File: config.mk
export PLATFORM = sky130hd
export DESIGN_NAME = cat_time_base
export DESIGN_NICKNAME = d
export VERILOG_FILES = /design/src/logic/cat_pkg.sv /design/src/logic/cat_prescaler.sv /design/src/logic/cat_time_base.sv
export SDC_FILE = /design/constraint.sdc
export NUM_CORES = 1
export LEC_CHECK = 0
export BUFFER_PORTS_ARGS = -buffer_cell sky130_fd_sc_hd__buf_2
export CORE_MARGIN = 3
export CORE_UTILIZATION = 54
export DETAILED_ROUTE_END_ITERATION = 8
export GPL_ROUTABILITY_DRIVEN = 1
export PLACE_DENSITY = 0.8
export SLEW_MARGIN = 10
export SYNTH_ARGS = -nofsm -noshare
export SYNTH_HDL_FRONTEND = slang
export SYNTH_SLANG_ARGS = --single-unit
File: constraint.sdc
create_clock -name core_clk_i -period 4.7 [get_ports core_clk_i]
set_clock_uncertainty 0.1 [all_clocks]
set_input_delay 0.705 -clock core_clk_i [delete_from_list [all_inputs] [get_ports core_clk_i]]
set_output_delay 0.705 -clock core_clk_i [all_outputs]
set_load 0.02 [all_outputs]
File: src/logic/cat_pkg.sv
`default_nettype none

package cat_pkg;

  // -------------------------------------------------------------
  // register addresses on the special function register port
  // -------------------------------------------------------------
  localparam logic [7:0] ADDR_CONTROL_FLAGS = 8'hd8;
  localparam logic [7:0] ADDR_COUNTER_MODE = 8'hd9;

  // -------------------------------------------------------------
  // field positions, control and flag register
  // -------------------------------------------------------------
  localparam int CCTL_OVERFLOW_FLAG = 7;
  localparam int CCTL_RUN = 6;
  localparam int CCTL_MOD_FLAGS_LO = 0;
  localparam int NUM_MODULES = 5;

  // -------------------------------------------------------------
  // field positions, counter mode register
  // -------------------------------------------------------------
  localparam int ARRAY_COUNTER_MODE_IDLE_GATE = 7;
  localparam int ARRAY_COUNTER_MODE_WDT_ENABLE = 6;
  localparam int ARRAY_COUNTER_MODE_SRC_HI = 2;
  localparam int ARRAY_COUNTER_MODE_SRC_LO = 1;
  localparam int ARRAY_COUNTER_MODE_OVF_IRQ_EN = 0;

  // -------------------------------------------------------------
  // reset values and read masks (unimplemented bits read zero)
  // -------------------------------------------------------------
  localparam logic [7:0] CCTL_RESET = 8'h00;
  localparam logic [7:0] ARRAY_COUNTER_MODE_RESET = 8'h00;
  localparam logic [7:0] CCTL_READ_MASK = 8'hdf;
  localparam logic [7:0] ARRAY_COUNTER_MODE_READ_MASK = 8'hc7;
  localparam logic [7:0] UNMAPPED_READ = 8'h00;

  // -------------------------------------------------------------
  // count source encodings
  // -------------------------------------------------------------
  typedef enum logic [1:0] {
    SRC_OSC_SLOW = 2'h0,
    SRC_OSC_FAST = 2'h1,
    SRC_TIMER0 = 2'h2,
    SRC_EXTERNAL = 2'h3
  } cat_source_type;

  // -------------------------------------------------------------
  // oscillator divisors, normal and double-speed
  // -------------------------------------------------------------
  localparam logic [3:0] DIV_SLOW = 4'hc;
  localparam logic [3:0] DIV_FAST = 4'h4;
  localparam logic [3:0] DIV_SLOW_X2 = 4'h6;
  localparam logic [3:0] DIV_FAST_X2 = 4'h2;

  localparam logic [15:0] COUNT_MAX = 16'hffff;
  localparam logic [15:0] COUNT_RESET = 16'h0000;

endpackage

`default_nettype wire

File: src/logic/cat_prescaler.sv
`timescale 1ns/1ps
`default_nettype none

module cat_prescaler (
  input wire logic core_clk_i,
  input wire logic sys_rst_i,
  input wire logic fast_sel_i,
  input wire logic double_speed_i,
  output logic tick_o
);

  logic [3:0] div_cnt_reg;
  logic [3:0] div_last;

  // pick the divisor for the selected oscillator tap
  function automatic logic [3:0] last_count(input logic fast,
                                            input logic x2);
    logic [3:0] div;
    div = fast ? (x2 ? cat_pkg::DIV_FAST_X2 : cat_pkg::DIV_FAST)
               : (x2 ? cat_pkg::DIV_SLOW_X2 : cat_pkg::DIV_SLOW);
    return div - 4'h1;
  endfunction

  assign div_last = last_count(fast_sel_i, double_speed_i);

  always_ff @(posedge core_clk_i) begin
    if (sys_rst_i) begin
      div_cnt_reg <= 4'h0;
      tick_o <= 1'b0;
    end else if (div_cnt_reg >= div_last) begin
      // >= so a divisor change mid-period never overruns
      div_cnt_reg <= 4'h0;
      tick_o <= 1'b1;
    end else begin
      div_cnt_reg <= div_cnt_reg + 4'h1;
      tick_o <= 1'b0;
    end
  end

  a_tick_single: assert property (
    @(posedge core_clk_i) disable iff (sys_rst_i)
    tick_o |=> !tick_o)
    else $error("prescaler tick lasted more than one cycle");

endmodule

`default_nettype wire

File: src/logic/cat_time_base.sv
// Behaviour
// - one shared 16-bit counter for five modules
// - source select: osc/12, osc/4, timer0, pin
// - double speed halves both oscillator divisors
// - idle gate bit stops counting during idle
// - watchdog enable bit drives module 4 watchdog
// - overflow interrupt only when its enable set
// - run bit six starts and stops counting
// - overflow flag bit seven, software-only clear
// - module flags bits 0-4, software-only clear
// - module events may each request an interrupt
// - all requests share one interrupt output
// - count pin and module pins shared with port
`timescale 1ns/1ps
`default_nettype none

module cat_time_base (
  input wire logic core_clk_i,
  input wire logic sys_rst_i,
  input wire logic [7:0] sfr_addr_i,
  input wire logic sfr_wr_i,
  input wire logic sfr_rd_i,
  input wire logic [7:0] sfr_wdata_i,
  output logic [7:0] sfr_rdata_o,
  input wire logic double_speed_mode_i,
  input wire logic idle_mode_i,
  input wire logic timer0_overflow_i,
  input wire logic external_count_input_i,
  input wire logic [4:0] module_event_i,
  input wire logic [4:0] module_irq_enable_i,
  input wire logic [4:0] module_pin_used_i,
  output logic [15:0] counter_value_o,
  output logic count_tick_o,
  output logic watchdog_enable_bit_o,
  output logic irq_o,
  output logic [5:0] port1_array_owned_o
);

  // -------------------------------------------------------------
  // register state
  // -------------------------------------------------------------
  logic overflow_flag_reg;
  logic run_control_bit_reg;
  logic [4:0] module_flags_reg;
  logic idle_gate_bit_reg;
  logic watchdog_enable_bit_reg;
  logic [1:0] count_source_reg;
  logic overflow_irq_enable_reg;
  logic [15:0] count_reg;

  logic wr_cctl;
  logic wr_array_counter_mode;
  logic osc_tick;
  logic count_pulse;
  logic count_enable;
  logic count_step;
  logic wrap;

  logic ext_meta_reg;
  logic ext_sync_reg;
  logic ext_prev_reg;
  logic ext_fall;

  // true when the module asks for an interrupt on flag f with enable e
  function automatic logic any_request(input logic [4:0] f,
                                       input logic [4:0] e);
    return |(f & e);
  endfunction

  assign wr_cctl = sfr_wr_i && (sfr_addr_i == cat_pkg::ADDR_CONTROL_FLAGS);
  assign wr_array_counter_mode = sfr_wr_i && (sfr_addr_i == cat_pkg::ADDR_COUNTER_MODE);

  // -------------------------------------------------------------
  // count source
  // -------------------------------------------------------------
  cat_prescaler u_prescaler (
    .core_clk_i(core_clk_i),
    .sys_rst_i(sys_rst_i),
    .fast_sel_i(count_source_reg == cat_pkg::SRC_OSC_FAST),
    .double_speed_i(double_speed_mode_i),
    .tick_o(osc_tick)
  );

  // pin is asynchronous; two flops before the edge detector
  always_ff @(posedge core_clk_i) begin
    if (sys_rst_i) begin
      ext_meta_reg <= 1'b0;
      ext_sync_reg <= 1'b0;
      ext_prev_reg <= 1'b0;
    end else begin
      ext_meta_reg <= external_count_input_i;
      ext_sync_reg <= ext_meta_reg;
      ext_prev_reg <= ext_sync_reg;
    end
  end

  // slow pin assumed
  // sampling catches each falling edge only if the pin is this slow
  assign ext_fall = ext_prev_reg && !ext_sync_reg;

  always_comb begin
    unique case (cat_pkg::cat_source_type'(count_source_reg))
      cat_pkg::SRC_OSC_SLOW: count_pulse = osc_tick;
      cat_pkg::SRC_OSC_FAST: count_pulse = osc_tick;
      cat_pkg::SRC_TIMER0: count_pulse = timer0_overflow_i;
      cat_pkg::SRC_EXTERNAL: count_pulse = ext_fall;
    endcase
  end

  assign count_enable = run_control_bit_reg &&
                        !(idle_gate_bit_reg && idle_mode_i);
  assign count_step = count_enable && count_pulse;
  assign wrap = count_step && (count_reg == cat_pkg::COUNT_MAX);

  // -------------------------------------------------------------
  // shared 16-bit counter
  // -------------------------------------------------------------
  // common time base
  always_ff @(posedge core_clk_i) begin
    if (sys_rst_i) begin
      count_reg <= cat_pkg::COUNT_RESET;
    end else if (count_step) begin
      count_reg <= count_reg + 16'h0001;
    end
  end

  always_ff @(posedge core_clk_i) begin
    if (sys_rst_i) begin
      counter_value_o <= cat_pkg::COUNT_RESET;
      count_tick_o <= 1'b0;
    end else begin
      counter_value_o <= count_step ? count_reg + 16'h0001 : count_reg;
      count_tick_o <= count_step;
    end
  end

  // -------------------------------------------------------------
  // control and flag register
  // -------------------------------------------------------------
  // overflow flag, set wins over clear
  always_ff @(posedge core_clk_i) begin
    if (sys_rst_i) begin
      overflow_flag_reg <= cat_pkg::CCTL_RESET[cat_pkg::CCTL_OVERFLOW_FLAG];
    end else begin
      overflow_flag_reg <= wrap ||
        (wr_cctl ? sfr_wdata_i[cat_pkg::CCTL_OVERFLOW_FLAG]
                 : overflow_flag_reg);
    end
  end

  always_ff @(posedge core_clk_i) begin
    if (sys_rst_i) begin
      run_control_bit_reg <= cat_pkg::CCTL_RESET[cat_pkg::CCTL_RUN];
    end else if (wr_cctl) begin
      run_control_bit_reg <= sfr_wdata_i[cat_pkg::CCTL_RUN];
    end
  end

  // module flags, set wins over clear
  // each module function sets its flag
  always_ff @(posedge core_clk_i) begin
    if (sys_rst_i) begin
      module_flags_reg <= cat_pkg::CCTL_RESET[4:0];
    end else begin
      module_flags_reg <= module_event_i |
        (wr_cctl ? sfr_wdata_i[cat_pkg::CCTL_MOD_FLAGS_LO +: 5]
                 : module_flags_reg);
    end
  end

  // -------------------------------------------------------------
  // counter mode register
  // -------------------------------------------------------------
  // idle gate, watchdog enable, source and overflow interrupt enable fields
  always_ff @(posedge core_clk_i) begin
    if (sys_rst_i) begin
      idle_gate_bit_reg <= cat_pkg::ARRAY_COUNTER_MODE_RESET[cat_pkg::ARRAY_COUNTER_MODE_IDLE_GATE];
      watchdog_enable_bit_reg <=
        cat_pkg::ARRAY_COUNTER_MODE_RESET[cat_pkg::ARRAY_COUNTER_MODE_WDT_ENABLE];
      count_source_reg <= cat_pkg::ARRAY_COUNTER_MODE_RESET[2:1];
      overflow_irq_enable_reg <=
        cat_pkg::ARRAY_COUNTER_MODE_RESET[cat_pkg::ARRAY_COUNTER_MODE_OVF_IRQ_EN];
    end else if (wr_array_counter_mode) begin
      idle_gate_bit_reg <= sfr_wdata_i[cat_pkg::ARRAY_COUNTER_MODE_IDLE_GATE];
      watchdog_enable_bit_reg <= sfr_wdata_i[cat_pkg::ARRAY_COUNTER_MODE_WDT_ENABLE];
      count_source_reg <= {sfr_wdata_i[cat_pkg::ARRAY_COUNTER_MODE_SRC_HI],
                           sfr_wdata_i[cat_pkg::ARRAY_COUNTER_MODE_SRC_LO]};
      overflow_irq_enable_reg <= sfr_wdata_i[cat_pkg::ARRAY_COUNTER_MODE_OVF_IRQ_EN];
    end
  end

  assign watchdog_enable_bit_o = watchdog_enable_bit_reg;

  // -------------------------------------------------------------
  // read port, shared interrupt, pin ownership
  // -------------------------------------------------------------
  // unimplemented bits
  // reads return zero there; what software writes there is dropped
  always_ff @(posedge core_clk_i) begin
    if (sys_rst_i) begin
      sfr_rdata_o <= cat_pkg::UNMAPPED_READ;
    end else if (sfr_rd_i) begin
      if (sfr_addr_i == cat_pkg::ADDR_CONTROL_FLAGS) begin
        sfr_rdata_o <= {overflow_flag_reg, run_control_bit_reg, 1'b0,
                        module_flags_reg} & cat_pkg::CCTL_READ_MASK;
      end else if (sfr_addr_i == cat_pkg::ADDR_COUNTER_MODE) begin
        sfr_rdata_o <= {idle_gate_bit_reg, watchdog_enable_bit_reg,
                        3'h0, count_source_reg, overflow_irq_enable_reg}
                       & cat_pkg::ARRAY_COUNTER_MODE_READ_MASK;
      end else begin
        sfr_rdata_o <= cat_pkg::UNMAPPED_READ;
      end
    end
  end

  always_ff @(posedge core_clk_i) begin
    if (sys_rst_i) begin
      irq_o <= 1'b0;
    end else begin
      irq_o <= (overflow_flag_reg && overflow_irq_enable_reg) ||
               any_request(module_flags_reg, module_irq_enable_i);
    end
  end

  // pin sharing
  // a pin not claimed here stays ordinary port i/o
  always_ff @(posedge core_clk_i) begin
    if (sys_rst_i) begin
      port1_array_owned_o <= 6'h00;
    end else begin
      port1_array_owned_o <= {module_pin_used_i,
        count_source_reg == cat_pkg::SRC_EXTERNAL};
    end
  end

  // -------------------------------------------------------------
  // checks
  // -------------------------------------------------------------
  a_wrap_sets_flag: assert property (
    @(posedge core_clk_i) disable iff (sys_rst_i)
    wrap |=> overflow_flag_reg && (count_reg == 16'h0000))
    else $error("wrap did not set overflow flag");

  a_flag_sticky: assert property (
    @(posedge core_clk_i) disable iff (sys_rst_i)
    overflow_flag_reg && !wr_cctl |=> overflow_flag_reg)
    else $error("overflow flag cleared without a write");

  a_count_step: assert property (
    @(posedge core_clk_i) disable iff (sys_rst_i)
    count_step |=> count_reg == $past(count_reg) + 16'h0001)
    else $error("counter did not advance by one");

  a_stopped_holds: assert property (
    @(posedge core_clk_i) disable iff (sys_rst_i)
    !run_control_bit_reg |=> $stable(count_reg))
    else $error("counter moved while stopped");

  a_idle_gated: assert property (
    @(posedge core_clk_i) disable iff (sys_rst_i)
    idle_gate_bit_reg && idle_mode_i |=> $stable(count_reg))
    else $error("counter moved in gated idle");

  a_mod_flag_set: assert property (
    @(posedge core_clk_i) disable iff (sys_rst_i)
    module_event_i[0] |=> module_flags_reg[0] ##1 irq_o ||
                          !module_irq_enable_i[0])
    else $error("module event lost");

  a_irq_masked: assert property (
    @(posedge core_clk_i) disable iff (sys_rst_i)
    !overflow_irq_enable_reg && module_flags_reg == 5'h00 |=> !irq_o)
    else $error("interrupt with overflow disabled");

  a_wdt_follows: assert property (
    @(posedge core_clk_i) disable iff (sys_rst_i)
    wr_array_counter_mode |=> watchdog_enable_bit_o ==
                $past(sfr_wdata_i[cat_pkg::ARRAY_COUNTER_MODE_WDT_ENABLE]))
    else $error("watchdog enable did not follow write");

  a_shared_irq: assert property (
    @(posedge core_clk_i) disable iff (sys_rst_i)
    overflow_flag_reg && overflow_irq_enable_reg |=> irq_o)
    else $error("overflow request missing on shared line");

endmodule

`default_nettype wire

==> results of run 1 <==
## final cells by class
type	count	area share
Tap cell	48	0.0224
Timing Repair Buffer	69	0.129
Multi-Input combinational cell	159	0.404
Inverter	11	0.0154
Sequential cell	51	0.380
Clock inverter	2	0.0224
Clock buffer	6	0.0270
## cell usage in the layout, fill, tap and decap left out, types with 3 or more instances in the layout
cell,synthesis,final
a21o_1,3,3
a21oi_1,20,20
a22oi_1,4,4
buf_2,3,69
clkbuf_8,0,5
dfxtp_1,51,51
ha_1,5,5
inv_1,11,11
mux2_2,8,8
mux2i_1,13,13
nand2_1,7,7
nand2b_1,5,5
nand3_1,7,7
nor2_1,20,20
nor2b_1,16,16
nor3_1,4,4
nor4_1,3,3
o21ai_0,3,3
o31ai_1,9,9
or4_1,10,10
## worst max path at each step
stage | endpoint | slack, ns | depth (start not counted)
final | counter_value_o[15]$_SDFFE_PP0P_ | 2.39 | 5
after global routing | sfr_rdata_o[2]$_SDFFE_PP0P_ | 2.25 | 5
after CTS | counter_value_o[15]$_SDFFE_PP0P_ | 2.40 | 5
after detailed placement | counter_value_o[15]$_SDFFE_PP0P_ | 2.07 | 5
after global placement | counter_value_o[15]$_SDFFE_PP0P_ | 2.10 | 5
after floorplan | counter_value_o[15]$_SDFFE_PP0P_ | 2.55 | 5
## cells by family after synthesis
group | after synthesis
other cells | 1
fa+ha+maj | 5
flops | 51
compound gates | 44
buf+inv | 26
simple gates | 85
xor+xnor | 3
mux | 21
## power groups by stage
stage,Combinational (mW),Sequential [mW],Clock (mW)
after floorplan,0.0329,0.462,0
after global placement,0.0589,0.459,0
after detailed placement,0.0600,0.460,0
after CTS,0.0604,0.449,0.359
after global routing,0.0685,0.451,0.372
final,0.0600,0.449,0.348
## through the flow
stage	power, mW	hold WS [ns]	utilization	setup slack (ns)
finish	0.858	0.360	0.707	2.39
global route	0.891	0.379	0.707	2.25
CTS	0.869	0.362	0.707	2.40
detailed placement	0.520	0.344	0.672	2.07
global placement	0.518	0.333	0.672	2.10
floorplan	0.495	0.314	-	2.55
## layer usage
metal,global-route usage,share of wire,routed length [um]
met1,0.235,0.45,2110
met4,0.0660,0.014,65
met2,0.325,0.47,2180
met3,0.0590,0.068,320
met5,0,0,0
## worst register-to-register path, delay by kind of cell (launching register included)
family	cells	cell delay [ns]
AO/OA/AOI/OAI	1	0.67
AND/OR/NAND/NOR	2	0.59
multiplexers	1	0.37
flip-flops	1	0.36
==> run_results.csv, run 1 <==
group,metric,value,unit
critical_path,timing.rr.start,"count_source_reg[0]$_SDFFE_PP0P_",
critical_path,r2r-end,"counter_value_o[15]$_SDFFE_PP0P_",
logic_synthesis,ys_seq_area_frac,0.462,
drt,drc,0,
clock_tree,cts_tree,"done",
placed_design,place_hpwl,3300,um
drt,drt_iter0_drc,100,
timing,max_freq,0.432,GHz
timing,relSlewSlack,0.271,
finish,largest_reg_flops,16,
timing,rsz0062_at_grt,"false",
drt,vias,1913,
finish,final_cells,346,
clock_tree,htreeDepth,2,
finish,largest-register,"counter_value_o",
grt,grt_antenna_before_repair,0,
clock_tree,clkSlewWorstSetupHoldPaths,0.08,ns
placed_design,dpl-instance-area,2550,sq um
logic_synthesis,async_reset_ff_frac,0,
critical_path,cp.arrival,2.41,ns
timing,fin_crit,2.31,ns
logic_synthesis,ys_ff_latch,51,
timing,fin_setup_tns,0,ns
finish,fin_area,2680,sq um
power_and_ir_drop,power.switching,0.173,mW
timing,fin_crit_sh,0.492,
logic_synthesis,synth_common_cells,"dfxtp_1 (51), a21oi_1 (20), nor2_1 (20)",
critical_path,endpoint_kind,"flop",
drt,final_antenna_net_count,0,
grt,grtUsageTotal,0.194,
logic_synthesis,synth_xor_area_frac,0.0119,
clock_tree,root_buffer,"clkbuf_8",
critical_path,critPathKind,"input pin to flop",
critical_path,cp_top_family,"compound AO/OA/AOI/OAI gates",
floorplan,die-area,4900,sq um
logic_synthesis,synthCells,236,
floorplan,io_pins,72,
power_and_ir_drop,powerDensity,320,nW/um^2
hold_path,hold_path_depth,1,
critical_path,required,4.79,ns
logic_synthesis,synth_top_area_cell,"dfxtp_1",
job,cap_violations,0,
floorplan,fp-row-count,22,
grt,grt_pass1_vias,1783,
timing,setup_viol,0,
drt,first_pass_iters,4,
drt,routedWlPerCell,13.5,um
critical_path,worstSetupStartpoint,"idle_mode_i",
floorplan,die_w,70.0,um
placed_design,gp_congestion,0.762,
critical_path,cp-start-kind,"input pin",
clock_tree,cts_resized,0,
finish,fillers,306,
clock_tree,worst_skew_pair.late_latency,0.30,ns
critical_path,cpMaxStageDelayCell,"a311o_1",
power_and_ir_drop,pwr-share-clk,0.406,
logic_synthesis,synthMuxAreaShare,0.0997,
grt,grt_pass1_wl,7760,um
clock_tree,clock_tree.buffer_depth,2,
finish,multi_input_area,1080,sq um
logic_synthesis,ys_types,37,
logic_synthesis,synth.top_cell.area_share,0.462,
hold_path,hp-class,"flop to flop",
critical_path,critPathMaxFanout,29,
placed_design,dp_cells,338,
finish,largest_registers,"counter_value_o x16, sfr_rdata_o x7, port1_array_owned_o x6",
logic_synthesis,netlist_area,2210,sq um
logic_synthesis,synth-adder-area-share,0.0283,
logic_synthesis,synth-simple-area-share,0.223,
critical_path,rrSetupSlack,2.50,ns
logic_synthesis,synth_ff_type,"dfxtp_1",
clock_tree,cts_made_buffers,5,
logic_synthesis,synth_warnings,0,
power_and_ir_drop,seq_power_share,0.524,
run_status,status,"finished clean",
finish,area_growth,21.5,%
critical_path,path_cells,"buf_2 > and2_1 > a311o_1 > nor4_1 > mux2_2",
floorplan,dieHeight,70.0,um
critical_path,cpPeakStageDelay,0.64,ns
power_and_ir_drop,pwr-share-comb,0.070,
logic_synthesis,synth_top_family_by_area,"simple AND/OR/NAND/NOR gates",
power_and_ir_drop,p_sw_frac,0.202,
logic_synthesis,synth.most_common_cell,"dfxtp_1",
logic_synthesis,synth_edf_count,0,
placed_design,port-buffer-count,69,
power_and_ir_drop,intPower,0.684,mW
clock_tree,cts_setup_buffers,0,
logic_synthesis,synth-compound-area-share,0.126,
logic_synthesis,synth_fp_nets,280,
timing,worst_pin_slew,1.08,ns
logic_synthesis,ys_top_cells_by_area,"dfxtp_1 (46%), mux2i_1 (5.9%), a21oi_1 (4.5%)",
timing,finalHoldViolCount,0,
finish,area.sequential,1020,sq um
finish,diodes,0,
hold_path,min_to,"ext_sync_reg$_SDFF_PP0_",
grt,overflow,0,
drt,vias_per_cell,5.53,
floorplan,core_area,3800,sq um
finish,drive_gt1_frac,0.289,
clock_tree,cts_hold_repair.buffers,0,
finish,fin_nets,341,
power_and_ir_drop,ir_drop,0.177,mV
timing,slew_viol_final,0,
floorplan,start_util,0.582,
hold_path,hold_start,"ext_meta_reg$_SDFF_PP0_",
grt,grt_max_degree,56,
power_and_ir_drop,power.leakage,1.21,nW
drt,finalWirelength,4680,um
clock_tree,clock-sinks,51,
critical_path,r2r_cells,4,
critical_path,critPathBufInv,1,
logic_synthesis,syn_area_per_cell,9.36,sq um
No activity file was read; power rests on OpenSTA's default activity.
==> run 2, diff against run 1 <==
--- a/config.mk
+++ b/config.mk
@@ -5,12 +5,13 @@
 export SDC_FILE = /design/constraint.sdc
 export NUM_CORES = 1
 export LEC_CHECK = 0
+export ABC_AREA = 1
 export BUFFER_PORTS_ARGS = -buffer_cell sky130_fd_sc_hd__buf_2
 export CORE_MARGIN = 3
-export CORE_UTILIZATION = 54
+export CORE_UTILIZATION = 46
 export DETAILED_ROUTE_END_ITERATION = 8
 export GPL_ROUTABILITY_DRIVEN = 1
-export PLACE_DENSITY = 0.8
+export PLACE_DENSITY = 0.72
 export SLEW_MARGIN = 10
 export SYNTH_ARGS = -nofsm -noshare
 export SYNTH_HDL_FRONTEND = slang
==> constraint.sdc (replaced) <==
create_clock -name core_clk_i -period 2.1 [get_ports core_clk_i]
set_clock_uncertainty 0.1 [all_clocks]
set_input_delay 0.315 -clock core_clk_i [delete_from_list [all_inputs] [get_ports core_clk_i]]
set_output_delay 0.315 -clock core_clk_i [all_outputs]
set_load 0.02 [all_outputs]
==> run_results.csv, run 2 <==
group,metric,value,unit
clock_tree,clkSlewWorstSetupHoldPaths,0.09,ns
grt,grt_pass1_wl,9000,um
logic_synthesis,synth_warnings,0,
drt,vias,2273,
logic_synthesis,synth_fp_nets,384,
critical_path,cp.arrival,1.67,ns
critical_path,critPathMaxFanout,5,
clock_tree,cts_made_buffers,5,
timing,worst_pin_slew,0.543,ns
drt,drc,0,
logic_synthesis,ys_ff_latch,51,
logic_synthesis,synth.top_cell.area_share,0.432,
critical_path,rrSetupSlack,0.52,ns
finish,fin_area,2890,sq um
critical_path,critPathBufInv,0,
job,cap_violations,0,
drt,final_antenna_net_count,0,
finish,diodes,0,
grt,grt_antenna_before_repair,0,
clock_tree,root_buffer,"clkbuf_8",
grt,grt_max_degree,33,
power_and_ir_drop,powerDensity,684,nW/um^2
finish,area_growth,22.2,%
placed_design,place_hpwl,3740,um
finish,largest_reg_flops,16,
finish,largest-register,"counter_value_o",
critical_path,cp_top_family,"simple AND/OR/NAND/NOR gates",
drt,routedWlPerCell,10.8,um
finish,fin_nets,451,
critical_path,required,2.19,ns
clock_tree,worst_skew_pair.late_latency,0.30,ns
critical_path,critPathKind,"flop to flop",
power_and_ir_drop,ir_drop,0.416,mV
floorplan,io_pins,72,
timing,max_freq,0.634,GHz
critical_path,worstSetupStartpoint,"counter_value_o[1]$_SDFFE_PP0P_",
logic_synthesis,synth.most_common_cell,"nand2_1",
grt,grt_pass1_vias,2146,
clock_tree,clock_tree.buffer_depth,2,
logic_synthesis,netlist_area,2370,sq um
floorplan,die-area,6040,sq um
clock_tree,cts_setup_buffers,0,
floorplan,core_area,4850,sq um
critical_path,r2r-end,"counter_value_o[12]$_SDFFE_PP0P_",
finish,drive_gt1_frac,0.223,
finish,fillers,480,
critical_path,cpMaxStageDelayCell,"dfxtp_1",
floorplan,dieHeight,77.7,um
placed_design,dpl-instance-area,2760,sq um
finish,most-common-layout-cells,"nand2_1 (88), buf_2 (69), nor2_1 (52), dfxtp_1 (51), inv_1 (36)",
logic_synthesis,synth_edf_count,0,
timing,fin_crit,1.58,ns
placed_design,gp_congestion,0.861,
finish,largest_registers,"counter_value_o x16, sfr_rdata_o x7, port1_array_owned_o x6",
drt,first_pass_iters,4,
logic_synthesis,syn_area_per_cell,6.96,sq um
critical_path,critPathMostFrequentCell,"nand2_1",
floorplan,die_w,77.7,um
clock_tree,cts_hold_repair.buffers,0,
clock_tree,clock-sinks,51,
run_status,status,"finished clean",
timing,setup_viol,0,
grt,grtUsageTotal,0.183,
timing,relSlewSlack,0.638,
logic_synthesis,ys_types,27,
logic_synthesis,ys_top_cells_by_area,"dfxtp_1 (43%), nand2_1 (14%), nor2_1 (8.2%)",
timing,finalHoldViolCount,0,
logic_synthesis,ys_seq_area_frac,0.432,
critical_path,cp.depth,8,
critical_path,path_cells,"ha_1 > nand2_1 > nor2_2 > nand2_1 > nor2_1 > nand3_1 > nand2_1 > nor2_1",
logic_synthesis,synth_top_area_cell,"dfxtp_1",
critical_path,r2r_cells,8,
critical_path,endpoint_kind,"flop",
grt,overflow,0,
placed_design,port-buffer-count,69,
floorplan,fp-row-count,25,
logic_synthesis,async_reset_ff_frac,0,
finish,final_common_cell,"nand2_1",
timing,fin_setup_tns,0,ns
timing,slew_viol_final,0,
critical_path,timing.rr.start,"counter_value_o[1]$_SDFFE_PP0P_",
timing,fin_crit_sh,0.751,
power_and_ir_drop,power.leakage,1.39,nW
drt,vias_per_cell,4.79,
floorplan,start_util,0.488,
hold_path,hp-class,"input pin to flop",
clock_tree,cts_tree,"done",
logic_synthesis,synthCells,340,
critical_path,cp-start-kind,"flop",
logic_synthesis,synth_ff_type,"dfxtp_1",
drt,finalWirelength,5110,um
drt,drt_iter0_drc,86,
critical_path,endpoint,"counter_value_o[12]$_SDFFE_PP0P_",
clock_tree,htreeDepth,2,
clock_tree,cts_resized,0,
logic_synthesis,synth_common_cells,"nand2_1 (88), nor2_1 (52), dfxtp_1 (51)",
critical_path,cpPeakStageDelay,0.39,ns
timing,rsz0062_at_grt,"false",
[run 2: cell type report]
type                            instances  area (sq um)  area share
Clock buffer                            6          72.6      0.0251
Tap cell                               67          83.8      0.0290
Clock inverter                          2          60.1      0.0208
Inverter                               40           150      0.0519
Multi-Input combinational cell        236          1130       0.390
Sequential cell                        51          1020       0.353
Timing Repair Buffer                   73           375       0.130
[run 2: layer usage]
metal / vias to the layer above / GRT usage / wire length [um]
met5: - / 0 / 0
li1: 1197 / - / -
met1: 999 / 0.222 / 2370
met3: 5 / 0.0371 / 312
met2: 72 / 0.318 / 2380
met4: 0 / 0.0623 / 58
[run 2: power by group]
part | switching [mW] | leakage [nW] | total, mW | internal (mW)
Combinational | 0.0980 | 0.904 | 0.169 | 0.0714
Clock | 0.318 | 0.0654 | 0.794 | 0.476
Sequential | 0.0170 | 0.416 | 1.01 | 0.997
[run 2: kinds of logic after synthesis]
| logic type | synth area share |
|---|---|
| XOR/XNOR | 0.0222 |
| AO/OA/AOI/OAI | 0.0709 |
| adder cells (fa/ha/maj) | 0.0264 |
| other | 0.00158 |
| buffers and inverters | 0.0915 |
| flip-flops | 0.432 |
| AND/OR/NAND/NOR | 0.356 |
[run 2: per-stage QoR]
step,hold WS [ns],util,setup WS (ns),power [mW],std cells
floorplan,0.288,-,0.516,1.14,340
global placement,0.305,0.569,0.390,1.20,467
detailed placement,0.304,0.569,0.374,1.21,467
CTS,0.0933,0.596,0.507,2.01,475
global route,0.0994,0.596,0.355,2.07,475
finish,0.107,0.596,0.523,1.98,475
[run 2: worst min-delay path, cell delays in order]
cell and delay, ns:
buf_2 0.09, inv_1 0.04, nor2_1 0.03
[run 2: worst min path at each step]
stage,startpoint,endpoint,slack [ns],cells past startpoint
final,module_pin_used_i[2],port1_array_owned_o[3]$_SDFF_PP0_,0.11,3
after global routing,module_pin_used_i[3],port1_array_owned_o[4]$_SDFF_PP0_,0.1,3
after CTS,module_pin_used_i[2],port1_array_owned_o[3]$_SDFF_PP0_,0.09,3
after detailed placement,ext_meta_reg$_SDFF_PP0_,ext_sync_reg$_SDFF_PP0_,0.30,2
after global placement,ext_meta_reg$_SDFF_PP0_,ext_sync_reg$_SDFF_PP0_,0.30,2
after floorplan,ext_meta_reg$_SDFF_PP0_,ext_sync_reg$_SDFF_PP0_,0.29,2
